--- src/design/dual_port_pkg.sv ---
package dual_port_pkg;

    // ****************************************************************
    // Bus shape, register map and bit positions
    // ****************************************************************
    localparam int             DATA_W = 16;
    localparam int             ADDR_W = 5;
    localparam logic [4:0]     ADDR_CONTROL_ONE       = 5'h00;
    localparam logic [4:0]     ADDR_DRIVE_STATUS      = 5'h01;
    localparam logic [4:0]     ADDR_ATTENTION_SUMMARY = 5'h04;
    localparam int             GO_BIT   = 0;
    localparam int             FUNC_LSB = 1;
    localparam int             FUNC_W   = 5;
    localparam int             VV_BIT   = 6;
    localparam int             DRY_BIT  = 7;
    localparam int             DPR_BIT  = 8;
    localparam int             PGM_BIT  = 9;
    localparam int             DVA_BIT  = 11;
    localparam int             MOL_BIT  = 12;
    localparam int             ATA_BIT  = 15;

    // ****************************************************************
    // Function codes and selector encoding
    // ****************************************************************
    localparam logic [4:0]     CMD_RELEASE        = 5'h05;
    localparam logic [4:0]     CMD_READ_IN_PRESET = 5'h08;
    localparam logic [4:0]     CMD_PACK_ACK       = 5'h09;
    localparam logic [1:0]     SELECT_A           = 2'h1;
    localparam logic [1:0]     SELECT_B           = 2'h2;

    // ****************************************************************
    // Timing
    // ****************************************************************
    localparam longint         CLK_PERIOD_NS     = 10;
    localparam longint         RELEASE_TIMEOUT_S = 1;
    localparam longint         RELEASE_TIMEOUT_CYCLES =
        RELEASE_TIMEOUT_S * 64'd1_000_000_000 / CLK_PERIOD_NS;

    // ****************************************************************
    // Types
    // ****************************************************************
    typedef enum logic [1:0] {
        MODE_PROG   = 2'b00,
        MODE_LOCK_A = 2'b01,
        MODE_LOCK_B = 2'b10
    } mode_t;

    typedef enum logic [1:0] {
        OWN_NONE = 2'b00,
        OWN_A    = 2'b01,
        OWN_B    = 2'b10
    } owner_t;

    typedef struct packed {
        logic              valid;
        logic              write;
        logic [ADDR_W-1:0] addr;
        logic [DATA_W-1:0] data;
    } req_t;

    typedef struct packed {
        logic              ack;
        logic              parity;
        logic [DATA_W-1:0] data;
    } ans_t;

    localparam mode_t  RST_MODE  = MODE_PROG;
    localparam owner_t RST_OWNER = OWN_NONE;

endpackage

--- src/design/dual_port_drive_arbiter.sv ---
`timescale 1ns/1ps
// Behaviour
// - Port selector sampled only on the not-ready to ready edge, picks mode.
// - Locked mode answers only the locked port; other port gets nothing.
// - Programmable mode answers both ports, subject to seizure state.
// - Selector changes after ready are ignored until the next restart.
// - Programmable mode is always owned by A, owned by B, or neutral.
// - Non-owner may use attention summary; other writes dropped, reads zero, parity one.
// - Neutral drive is granted to the first port with a qualifying access.
// - Separate volume-valid flag per port, each seen only by its port at bit 06.
// - Pack acknowledge and read-in preset set only the issuing port's volume-valid.
// - Ready bit 07 is the inverse of go: cleared at start, set at completion.
// - Non-owner status read returns zeros with normal acknowledge; looks busy.
// - Drive-present bit 08 reads one to the owner, zero to the other.
// - Bit 09 is one when programmable, zero when locked; one until online.
// - Attention bit 15 backed by two per-port flops, each port sees its own.
// - Control bit 11 device available reads one to owner, zero to other.
// - Release returns to neutral, or hands to the other port if it requested.
// - Accepted initialize clears only that port's attention flop.
// - Initialize from the non-owning port is ignored while owned.
// - Neutral accepts initialize from either port; it clears other state normally.
// - Neutral seizes on any non-summary write, control read, or own-bit summary write.
// - Non-owner control write is dropped but sets that port's request flop.
// - Owner idle one second without release drops ownership; not when locked.
// - Handover to a requesting port sets its attention flop and line.
module dual_port_drive_arbiter
    import dual_port_pkg::*;
#(
    parameter longint     TIMEOUT_CYCLES = RELEASE_TIMEOUT_CYCLES,
    parameter logic [3:0] UNIT           = 4'h0
) (
    input  wire logic       CLK_SYS,
    input  wire logic       RST,
    input  wire logic       CE,
    input  wire req_t       A_REQ,
    input  wire req_t       B_REQ,
    input  wire logic       A_INIT,
    input  wire logic       B_INIT,
    input  wire logic [1:0] PORT_SELECT,
    input  wire logic       DRIVE_READY,
    input  wire logic       MEDIUM_ONLINE,
    input  wire logic       OP_DONE,
    output ans_t            A_ANS,
    output ans_t            B_ANS,
    output logic            A_ATTENTION_LINE,
    output logic            B_ATTENTION_LINE,
    output logic            GO,
    output logic [4:0]      FUNCTION
);

    // The timer is only as wide as the chosen timeout needs, so a shortened
    // timeout for a quick bench run also shrinks the counter.
    localparam int CNT_W = $clog2(TIMEOUT_CYCLES + 1);

    initial begin
        if (TIMEOUT_CYCLES < 2 || UNIT > 4'h7) begin
            $error("dual_port_drive_arbiter: TIMEOUT_CYCLES or UNIT out of range");
        end
    end

    // ****************************************************************
    // Input synchronisers
    // ****************************************************************
    req_t       req_m_q [2];
    req_t       req_s_q [2];
    logic [1:0] vld_prev_q;
    logic [1:0] init_m_q, init_s_q, init_prev_q;
    logic [1:0] sel_m_q, sel_s_q;
    logic [1:0] rdy_m_q;
    logic [1:0] rdy_s_q;
    logic       mol_m_q, mol_s_q;

    // Every pin input but OP_DONE, CE and RST passes two flops before logic reads it.
    // The request struct is synchronised as a whole, so the controller must hold
    // address and data steady for three cycles before raising valid; otherwise a
    // field could be caught half-way through its change.
    // The ready line gets one extra stage so that its edge detector compares two
    // already settled samples.
    always_ff @(posedge CLK_SYS) begin
        if (RST) begin
            req_m_q     <= '{default: '0};
            req_s_q     <= '{default: '0};
            vld_prev_q  <= 2'h0;
            init_m_q    <= 2'h0;
            init_s_q    <= 2'h0;
            init_prev_q <= 2'h0;
            sel_m_q     <= 2'h0;
            sel_s_q     <= 2'h0;
            rdy_m_q     <= 2'h0;
            rdy_s_q     <= 2'h0;
            mol_m_q     <= 1'b0;
            mol_s_q     <= 1'b0;
        end else if (CE) begin
            req_m_q     <= '{A_REQ, B_REQ};
            req_s_q     <= req_m_q;
            vld_prev_q  <= {req_s_q[1].valid, req_s_q[0].valid};
            init_m_q    <= {B_INIT, A_INIT};
            init_s_q    <= init_m_q;
            init_prev_q <= init_s_q;
            sel_m_q     <= PORT_SELECT;
            sel_s_q     <= sel_m_q;
            rdy_m_q     <= {rdy_m_q[0], DRIVE_READY};
            rdy_s_q     <= {rdy_s_q[0], rdy_m_q[1]};
            mol_m_q     <= MEDIUM_ONLINE;
            mol_s_q     <= mol_m_q;
        end
    end

    // ****************************************************************
    // Core state
    // ****************************************************************
    mode_t            mode_q, mode_d;
    owner_t           owner_q, owner_d;
    logic             go_q, go_d;
    logic [4:0]       func_q, func_d;
    logic [1:0]       vv_q, vv_d;
    logic [1:0]       attention_line_q, attention_line_d;
    logic [1:0]       want_q, want_d;
    logic [CNT_W-1:0] cnt_q, cnt_d;
    ans_t             ans_q [2];
    ans_t             ans_d [2];

    // ****************************************************************
    // Per-port decode
    // ****************************************************************
    logic [1:0] strobe, qual, heard, owner_is, grant, owns;
    logic [1:0] own_cs_wr, release_req, vv_set, want_set, init_acc, attention_line_clr;
    logic [1:0] handed;
    logic       prog, neutral, rdy_rise, drop, timeout_hit, owner_touch, init_any;
    logic       pgm_bit;

    assign prog     = mode_q == MODE_PROG;
    assign neutral  = owner_q == OWN_NONE;
    assign rdy_rise = rdy_s_q[0] & ~rdy_s_q[1];
    assign pgm_bit  = ~mol_s_q | prog;

    // Read word builder. A port that does not own the drive sees only its own
    // attention bit in the summary register; every other read comes back as zero.
    // Unimplemented addresses read as zero even to the owner.
    function automatic logic [DATA_W-1:0] rd_word(
        input logic       own,
        input logic [4:0] addr,
        input logic       attention_line,
        input logic       vv
    );
        logic [DATA_W-1:0] w;
        w = '0;
        if (addr == ADDR_ATTENTION_SUMMARY) begin
            w[UNIT[2:0]] = attention_line;
        end else if (own && addr == ADDR_CONTROL_ONE) begin
            w[DVA_BIT]                 = 1'b1;
            w[FUNC_LSB +: FUNC_W]      = func_q;
            w[GO_BIT]                  = go_q;
        end else if (own && addr == ADDR_DRIVE_STATUS) begin
            w[ATA_BIT] = attention_line;
            w[MOL_BIT] = mol_s_q;
            w[PGM_BIT] = pgm_bit;
            w[DPR_BIT] = 1'b1;
            w[DRY_BIT] = ~go_q;
            w[VV_BIT]  = vv;
        end
        return w;
    endfunction

    for (genvar p = 0; p < 2; p++) begin : g_port
        wire logic             wr    = req_s_q[p].write;
        wire logic [4:0]       addr  = req_s_q[p].addr;
        wire logic [15:0]      data  = req_s_q[p].data;
        wire logic             is_cs = addr == ADDR_CONTROL_ONE;
        wire logic             is_as = addr == ADDR_ATTENTION_SUMMARY;
        wire logic [4:0]       fn    = data[FUNC_LSB +: FUNC_W];
        wire logic             is_lk = mode_q == ((p == 0) ? MODE_LOCK_A : MODE_LOCK_B);
        wire logic [DATA_W-1:0] rd   = rd_word(owns[p], addr, attention_line_q[p], vv_q[p]);

        assign strobe[p]   = req_s_q[p].valid & ~vld_prev_q[p];
        assign heard[p]    = prog | is_lk;
        assign qual[p]     = strobe[p] & (wr ? (~is_as | data[UNIT[2:0]]) : is_cs);
        assign owner_is[p] = owner_q == ((p == 0) ? OWN_A : OWN_B);
        assign owns[p]     = owner_is[p] | grant[p];
        assign own_cs_wr[p]   = strobe[p] & wr & is_cs & owns[p] & heard[p];
        assign release_req[p] = own_cs_wr[p] & prog & (fn == CMD_RELEASE);
        assign vv_set[p]      = own_cs_wr[p] & data[GO_BIT]
                              & (fn == CMD_PACK_ACK | fn == CMD_READ_IN_PRESET);
        assign want_set[p]    = prog & ~owns[p]
                              & ((strobe[p] & wr & is_cs) | (neutral & qual[p]));
        assign init_acc[p]    = init_s_q[p] & ~init_prev_q[p] & heard[p]
                              & (owner_is[p] | neutral);
        assign attention_line_clr[p]    = init_acc[p]
                              | (strobe[p] & wr & is_as & data[UNIT[2:0]] & heard[p]);

        // Non-owner writes reach only the request and attention flops; the answer of a write carries no data.
        assign ans_d[p].ack    = strobe[p] & heard[p];
        assign ans_d[p].data   = wr ? '0 : rd;
        assign ans_d[p].parity = wr ? 1'b1 : ~^rd;
    end

    // ****************************************************************
    // Ownership arbitration
    // ****************************************************************
    // Port A wins a same-cycle tie; B keeps a request so it is served next.
    assign grant[0] = prog & neutral & qual[0];
    assign grant[1] = prog & neutral & qual[1] & ~qual[0];

    // The timeout behaves like a release from the owner: a pending request on the
    // other port is served at once, otherwise the drive falls back to neutral.
    // Locked modes never time out, because the owner there is fixed by the selector.
    assign timeout_hit = prog & ~neutral & (cnt_q == CNT_W'(TIMEOUT_CYCLES - 1));
    assign drop        = prog & ~neutral & ((|release_req) | timeout_hit);
    assign owner_touch = |(strobe & owner_is);
    assign init_any    = |init_acc;

    assign handed[0] = drop & owner_is[1] & want_q[0];
    assign handed[1] = drop & owner_is[0] & want_q[1];

    always_comb begin
        owner_d = owner_q;
        if (rdy_rise) begin
            owner_d = (mode_d == MODE_LOCK_A) ? OWN_A :
                      (mode_d == MODE_LOCK_B) ? OWN_B : OWN_NONE;
        end else if (grant[0]) begin
            owner_d = OWN_A;
        end else if (grant[1]) begin
            owner_d = OWN_B;
        end else if (handed[0]) begin
            owner_d = OWN_A;
        end else if (handed[1]) begin
            owner_d = OWN_B;
        end else if (drop) begin
            owner_d = OWN_NONE;
        end
    end

    // Only the ready edge loads the mode, so later selector motion is inert.
    assign mode_d = ~rdy_rise ? mode_q :
                    (sel_s_q == SELECT_A) ? MODE_LOCK_A :
                    (sel_s_q == SELECT_B) ? MODE_LOCK_B : MODE_PROG;

    // ****************************************************************
    // Command, flag and timer next state
    // ****************************************************************
    // At most one port can own the drive, so at most one owner control write can
    // be decoded in a cycle and a simple priority pick of its data is enough.
    wire logic own_wr   = |own_cs_wr;
    wire logic [1:0] wr_port = own_cs_wr[1] ? 2'h1 : 2'h0;
    wire logic [15:0] wr_data = req_s_q[wr_port[0]].data;

    // A new go from the owner outranks a completion seen in the same cycle.
    assign go_d = init_any ? 1'b0 :
                  (own_wr & ~(|release_req)) ? wr_data[GO_BIT] :
                  OP_DONE ? 1'b0 : go_q;
    assign func_d = init_any ? 5'h00 :
                    own_wr ? wr_data[FUNC_LSB +: FUNC_W] : func_q;

    assign vv_d   = vv_set | (vv_q & {2{mol_s_q}});
    assign attention_line_d = handed | (attention_line_q & ~attention_line_clr);
    assign want_d = want_set | (want_q & ~handed & ~grant);

    // The idle timer restarts on every owner access and while a command runs.
    assign cnt_d = (~prog | neutral | owner_touch | go_q | drop) ? '0 :
                   cnt_q + CNT_W'(1);

    always_ff @(posedge CLK_SYS) begin
        if (RST) begin
            mode_q  <= RST_MODE;
            owner_q <= RST_OWNER;
            go_q    <= 1'b0;
            func_q  <= 5'h00;
            vv_q    <= 2'h0;
            attention_line_q  <= 2'h0;
            want_q  <= 2'h0;
            cnt_q   <= '0;
        end else if (CE) begin
            mode_q  <= mode_d;
            owner_q <= owner_d;
            go_q    <= go_d;
            func_q  <= func_d;
            vv_q    <= vv_d;
            attention_line_q  <= attention_line_d;
            want_q  <= want_d;
            cnt_q   <= cnt_d;
        end
    end

    // Answers are registered so both ports see clean one-cycle acknowledge pulses.
    always_ff @(posedge CLK_SYS) begin
        if (RST) begin
            ans_q <= '{default: '0};
        end else if (CE) begin
            ans_q <= ans_d;
        end
    end

    // ****************************************************************
    // Outputs
    // ****************************************************************
    assign A_ANS    = ans_q[0];
    assign B_ANS    = ans_q[1];
    assign A_ATTENTION_LINE   = attention_line_q[0];
    assign B_ATTENTION_LINE   = attention_line_q[1];
    assign GO       = go_q;
    assign FUNCTION = func_q;

endmodule // dual_port_drive_arbiter

--- config.mk ---
export PLATFORM = sky130hd
export DESIGN_NAME = dual_port_drive_arbiter
export DESIGN_NICKNAME = d
export VERILOG_FILES = /design/src/design/dual_port_pkg.sv /design/src/design/dual_port_drive_arbiter.sv
export SDC_FILE = /design/constraint.sdc
export NUM_CORES = 1
export LEC_CHECK = 0
export BUFFER_PORTS_ARGS = -buffer_cell sky130_fd_sc_hd__buf_4
export CORE_MARGIN = 4
export CORE_UTILIZATION = 37
export CTS_CLUSTER_DIAMETER = 40
export CTS_CLUSTER_SIZE = 28
export DETAILED_ROUTE_END_ITERATION = 10
export SETUP_SLACK_MARGIN = 0.5
export SKIP_CTS_REPAIR_TIMING = 1
export SLEW_MARGIN = 0
export SYNTH_ARGS = -nofsm -noshare
export SYNTH_HDL_FRONTEND = slang
export SYNTH_SLANG_ARGS = --single-unit
--- constraint.sdc ---
create_clock -name CLK_SYS -period 4.1 [get_ports CLK_SYS]
set_clock_uncertainty 0.15 [all_clocks]
set_input_delay 0.82 -clock CLK_SYS [delete_from_list [all_inputs] [get_ports CLK_SYS]]
set_output_delay 0.82 -clock CLK_SYS [all_outputs]
set_load 0.02 [all_outputs]
Yosys cells after proc, flatten, opt, wreduce, memory -nomap -nowiden. Cells that the tools add are included.

$add $sub $neg: 1. Magnitude comparators: 1. Eq/ne operators: 19. Multiplexer cells: 51. Bitwise gates (word level): 100. Reduce and logical (&&, ||, !) cells: 20.

Operators by type and width (count): 1-bit AND (53); 16-bit two-way mux (2); 16-bit XNOR reduction (2); 6-bit two-way mux (5); 27-bit by 1-bit adder with 27-bit output (second input constant) (1); 27-bit equality test (second input constant) (1); 27-bit two-way mux (1); 2-bit two-way mux (13); 1-bit two-way mux (22); 5-bit by 3-bit equality test with 1-bit output (second input constant) (4); 5-bit by 4-bit equality test with 1-bit output (second input constant) (4); 1-bit OR (20); 9-bit two-way mux (2); 4-bit two-way mux (4); 1-bit inverter (15); 2-bit AND (5); 5-bit by 1-bit equality test with 1-bit output (second input constant) (2); 5-bit zero test (2); 5-bit two-way mux (2); 2-bit by 1-bit equality test with 1-bit output (second input constant) (4); 2-bit equality test (second input constant) (4); 2-bit OR reduction (4); 2-bit inverter (3); 2-bit OR (3); other kinds (8) (14).

Flip-flop bits (word level): 149. Input port bits: 56. Logic and storage cells: 232.

Depth between registers and ports, before layout.
Depth after elaboration: 22. Mapped depth: 11.

Worst setup path after synthesis. OpenSTA, ideal clock, no wires.

Path type: register to register. Start point: reg req_s_q, in the netlist g_port[0].addr[0]. End point: reg cnt_q[26]. Setup time: 0.062 ns. Arrival time: 2.794 ns. Data required time: 3.888 ns. Setup slack: 1.094 ns. Cell stages (with the launch flop): 11. Path buffers: 3. Clock period less this slack: 3.006 ns. Path through: dfxtp_1 -> buf_6 -> or4_4 -> o32ai_4 -> o22ai_2 -> a311o_1 -> or4_1 -> a21o_1 -> buf_6 -> buf_12 -> nor2_4.

Cells in the longest elaborated chain, start to end: 17.

RTL lines: start, declared (line dual_port_drive_arbiter.sv:65) `req_t req_s_q [2];`; start signal, assigned (line dual_port_drive_arbiter.sv:95) `req_s_q <= req_m_q;`; 5-bit by 3-bit equality test with 1-bit output (line dual_port_drive_arbiter.sv:170) `wire logic is_as = addr == ADDR_ATTENTION_SUMMARY;`; 1-bit inverter (line dual_port_drive_arbiter.sv:177) `assign qual[p] = strobe[p] & (wr ? (~is_as | data[UNIT[2:0]]) : is_cs);`; 1-bit OR (line dual_port_drive_arbiter.sv:177); 1-bit two-way mux (line dual_port_drive_arbiter.sv:177); 1-bit AND (line dual_port_drive_arbiter.sv:177); 1-bit inverter (line dual_port_drive_arbiter.sv:202) `assign grant[1] = prog & neutral & qual[1] & ~qual[0];`; 1-bit AND (line dual_port_drive_arbiter.sv:202); 1-bit OR (line dual_port_drive_arbiter.sv:179) `assign owns[p] = owner_is[p] | grant[p];`; 1-bit AND (2 in series) (line dual_port_drive_arbiter.sv:180) `assign own_cs_wr[p] = strobe[p] & wr & is_cs & owns[p] & heard[p];`; 1-bit AND (2 in series) (line dual_port_drive_arbiter.sv:181) `assign release_req[p] = own_cs_wr[p] & prog & (fn == CMD_RELEASE);`; 2-bit OR reduction * (line dual_port_drive_arbiter.sv:208) `assign drop = prog & ~neutral & ((|release_req) | timeout_hit);`; 1-bit OR * (line dual_port_drive_arbiter.sv:208); 1-bit AND * (line dual_port_drive_arbiter.sv:208); 1-bit OR * (line dual_port_drive_arbiter.sv:259) `assign cnt_d = (~prog | neutral | owner_touch | go_q | drop) ? '0 :`; 27-bit two-way mux * (line dual_port_drive_arbiter.sv:259); end signal, assigned (line dual_port_drive_arbiter.sv:280) `cnt_q <= cnt_d;`; end, declared (line dual_port_drive_arbiter.sv:119) `logic [CNT_W-1:0] cnt_q, cnt_d;`.

Mark *: on every way between the ends. The rest lies on a longest branch, timed or not. A chain may end at the register's enable or synchronous reset.

Worst setup path after layout.
Start point: reg req_s_q, in the netlist g_port[0].addr[0]. End point: reg cnt_q[4].

Same word-level chain as after synthesis.

==> out/qor.yml <==
grt_pass1_wl_um: 24900
n_antenna_cell: 0
synthMuxAreaShare: 0.125
htreeDepth: 4
vias: 5009
worstHoldStart: "B_ANS[8]$_SDFFE_PP0P_"
syn_area_um2: 6310
p_seq_frac: 0.414
p_leak_nw: 3.08
timing.rr.end: "cnt_q[4]$_SDFFE_PP0P_"
portBuffers: 73
critical_path_required_ns: 4.30
vdd.ir_drop.worst_v: 0.000378
synthSimpleGateAreaFrac: 0.230
register_area_um2: 2860
crit_type: "flip-flop to flip-flop"
setup_tns_ns: 0
worst_slack_ns: 0.705
regToRegStartpoint: "g_port[0].addr[0]$_SDFFE_PP0P_"
p_comb_frac: 0.058
yosys_warnings: 0
synthAdderAreaFrac: 0.00198
core_area_um2: 16600
synth_compound_area_frac: 0.0979
min_period_over_period: 0.828
critPathArrivalTime_ns: 3.59
dr.pass1.iters: 5
first_iter_violations: 306
synth.area.top_cells: "dfxtp_1, mux2i_1, nor2_1, nor2_4, xnor2_1"
swShare: 0.204
synthCells: 674
seq_area_frac_synth: 0.454
fmax_ghz: 0.295
antenna_found_initial: 0
grtUsageTotal: 0.157
synth_largest_area_cell: "dfxtp_1"
synthFlopType: "dfxtp_1"
die_x_um: 139
die_h_um: 139
drc: 0
drv_slew: 0
synth_top_family_by_area: "simple AND/OR/NAND/NOR gates"
fin_nets: 791
clkTransAtPathRegs_ns: 0.06
min_period_ns: 3.39
hold_viol: 0
initial_core_util: 0.379
post_drt_wl_per_cell_um: 15.6
async_flop_share: 0
p_clk_frac: 0.528
cts.sink_count: 143
ff2ff_setup_slack_ns: 0.71
power_density_nw_per_um2: 455
area_delta_synth_final_pct: 22.0
finalSetupViolCount: 0
status: "completed"
min_path_type: "flip-flop to flip-flop"
synth_top_area_share: 0.454
cts_tree: "yes"
gp_congestion: 0.891
avgViaCountPerCell: 5.18
fp-row-count: 47
cts_inserted_buffers: 17
clock_latency_ns: 0.42
critical_path.max_fanout: 26
grt_max_degree: 79
hpwl_um: 10600
start_kind: "flip-flop"
min_to: "B_ANS[8]$_SDFFE_PP0P_"
boundaryPins: 100
timing.max_cap.violations: 0
switching_power_uw: 714
synth_seq_cells: 143
yosysMostFrequentCell: "dfxtp_1"
multi_input_area_um2: 3220
holdPathStages: 2
die-area_um2: 19200
clockBufferDepth: 2
ys_types: 56
cts_root_buffer: "clkbuf_16"
end_kind: "flip-flop"
pre_cts_ws_ns: 0.548
drive_gt1_frac: 0.195
routed_wl_um: 15100
synth-edff-count: 0
p_int_mw: 2.79
overflow: 0
syn-mean-instance-area_um2: 9.37
synth_common_cells: "dfxtp_1, nor2_1, mux2i_1, nand2_1, clkbuf_1"
max-slew-margin-rel: 0.374
worst_slew_pin_slew_ns: 0.939
rsz0062_at_grt: "false"
synth_xor_area_frac: 0.0500
reg2reg_depth: 7
grt_pass1_vias: 4927
fillers: 1565
ant_nets: 0
[worst max-delay path: stages (launching register included)]
cell	delay [ns]
dfxtp_1	0.43
or4_4	0.61
o32ai_4	0.38
o22ai_2	0.18
a311o_1	0.38
or4_1	0.55
a21o_4	0.45
nor2_1	0.18
[logic make-up (layout without fill, tap and decap cells)]
kind of cell | Yosys count | count (layout)
simple gates | 276 | 276
flops | 143 | 143
compound gates | 88 | 88
mux | 79 | 79
buf+inv | 50 | 118
xor+xnor | 36 | 36
fa+ha+maj | 1 | 1
other cells | 1 | 6
[area by class of cell]
cell class                      count  area share
Multi-Input combinational cell    486       0.418
Sequential cell                   143       0.372
Timing Repair Buffer               79      0.0770
Clock buffer                       22      0.0642
Tap cell                          220      0.0357
Clock inverter                     10      0.0296
Inverter                            7     0.00341
[sequential cells by signal (all words and copies together), names as in the netlist, 2 cells and up]
register and flops:
owner_q 2, vld_prev_q 2, init_prev_q 2, sel_m_q 2, init_s_q 2, g_port.addr 10, FUNCTION 5, init_m_q 2
sel_s_q 2, A_ANS 15, g_port.wr 2, attention_line_q 2, want_q 2, vv_q 2, g_port.data 12, B_ANS 15
mode_q 2, req_s_q 2, rdy_s_q 2, cnt_q 27, rdy_m_q 2, req_m_q 26
[through the flow]
stage / hold slack [ns] / std cells / area (um2) / utilization / total power, mW
5_1_grt: 0.361 / 967 / 7700 / 0.463 / 3.61
6_report: 0.339 / 967 / 7700 / 0.463 / 3.51
4_1_cts: 0.340 / 967 / 7690 / 0.462 / 3.54
3_3_place_gp: 0.312 / 935 / 6970 / 0.419 / 1.68
3_5_place_dp: 0.331 / 935 / 6970 / 0.419 / 1.68
2_1_floorplan: 0.301 / 679 / 6330 / - / 1.63
[routing by layer]
metal	vias up	track usage	wire [um]	share of wire
met1	2399	0.206	6980	0.46
met3	12	0.0379	839	0.056
li1	2459	-	-	-
met4	0	0.0510	131	0.0087
met2	139	0.257	7150	0.47
met5	-	0	0	0
[worst max-delay path by stage]
stage,start,endpoint,depth (start not counted)
after CTS,g_port[1].addr[0]$_SDFFE_PP0P_,cnt_q[4]$_SDFFE_PP0P_,8
after global placement,g_port[1].addr[0]$_SDFFE_PP0P_,cnt_q[5]$_SDFFE_PP0P_,8
final,g_port[0].addr[0]$_SDFFE_PP0P_,cnt_q[4]$_SDFFE_PP0P_,7
after global routing,g_port[0].addr[0]$_SDFFE_PP0P_,cnt_q[4]$_SDFFE_PP0P_,7
after detailed placement,g_port[1].addr[0]$_SDFFE_PP0P_,cnt_q[4]$_SDFFE_PP0P_,8
after floorplan,g_port[0].addr[0]$_SDFFE_PP0P_,cnt_q[26]$_SDFFE_PP0P_,10
[power by group through the flow]
| stage | clock network [mW] | registers [mW] | logic (mW) |
|---|---|---|---|
| after floorplan | 0 | 1.47 | 0.152 |
| after global placement | 0 | 1.48 | 0.196 |
| after detailed placement | 0 | 1.48 | 0.201 |
| after CTS | 1.89 | 1.45 | 0.202 |
| after global routing | 1.93 | 1.46 | 0.223 |
| final | 1.85 | 1.45 | 0.202 |
[cells in the final DEF (no fill, tap or decap), types with 3 or more instances in the layout]
cell / n
a21o_1: 3
a21oi_1: 23
a22oi_1: 20
a31oi_1: 3
and2_1: 5
and3_1: 10
buf_4: 79
bufinv_16: 7
clkbuf_16: 17
clkbuf_8: 5
conb_1: 6
dfxtp_1: 143
inv_1: 7
mux2i_1: 78
nand2_1: 33
nand2b_1: 5
nand3_1: 14
nand3b_1: 6
nand4_1: 4
nor2_1: 127
nor2_4: 20
nor2b_1: 4
nor3_1: 12
nor4_1: 9
nor4b_1: 4
o211ai_1: 3
o21ai_0: 10
o31ai_1: 6
or2_2: 7
or3_1: 4
or4_1: 4
xnor2_1: 18
xor2_1: 18
Note: power is estimated with default switching activity, not from simulation.
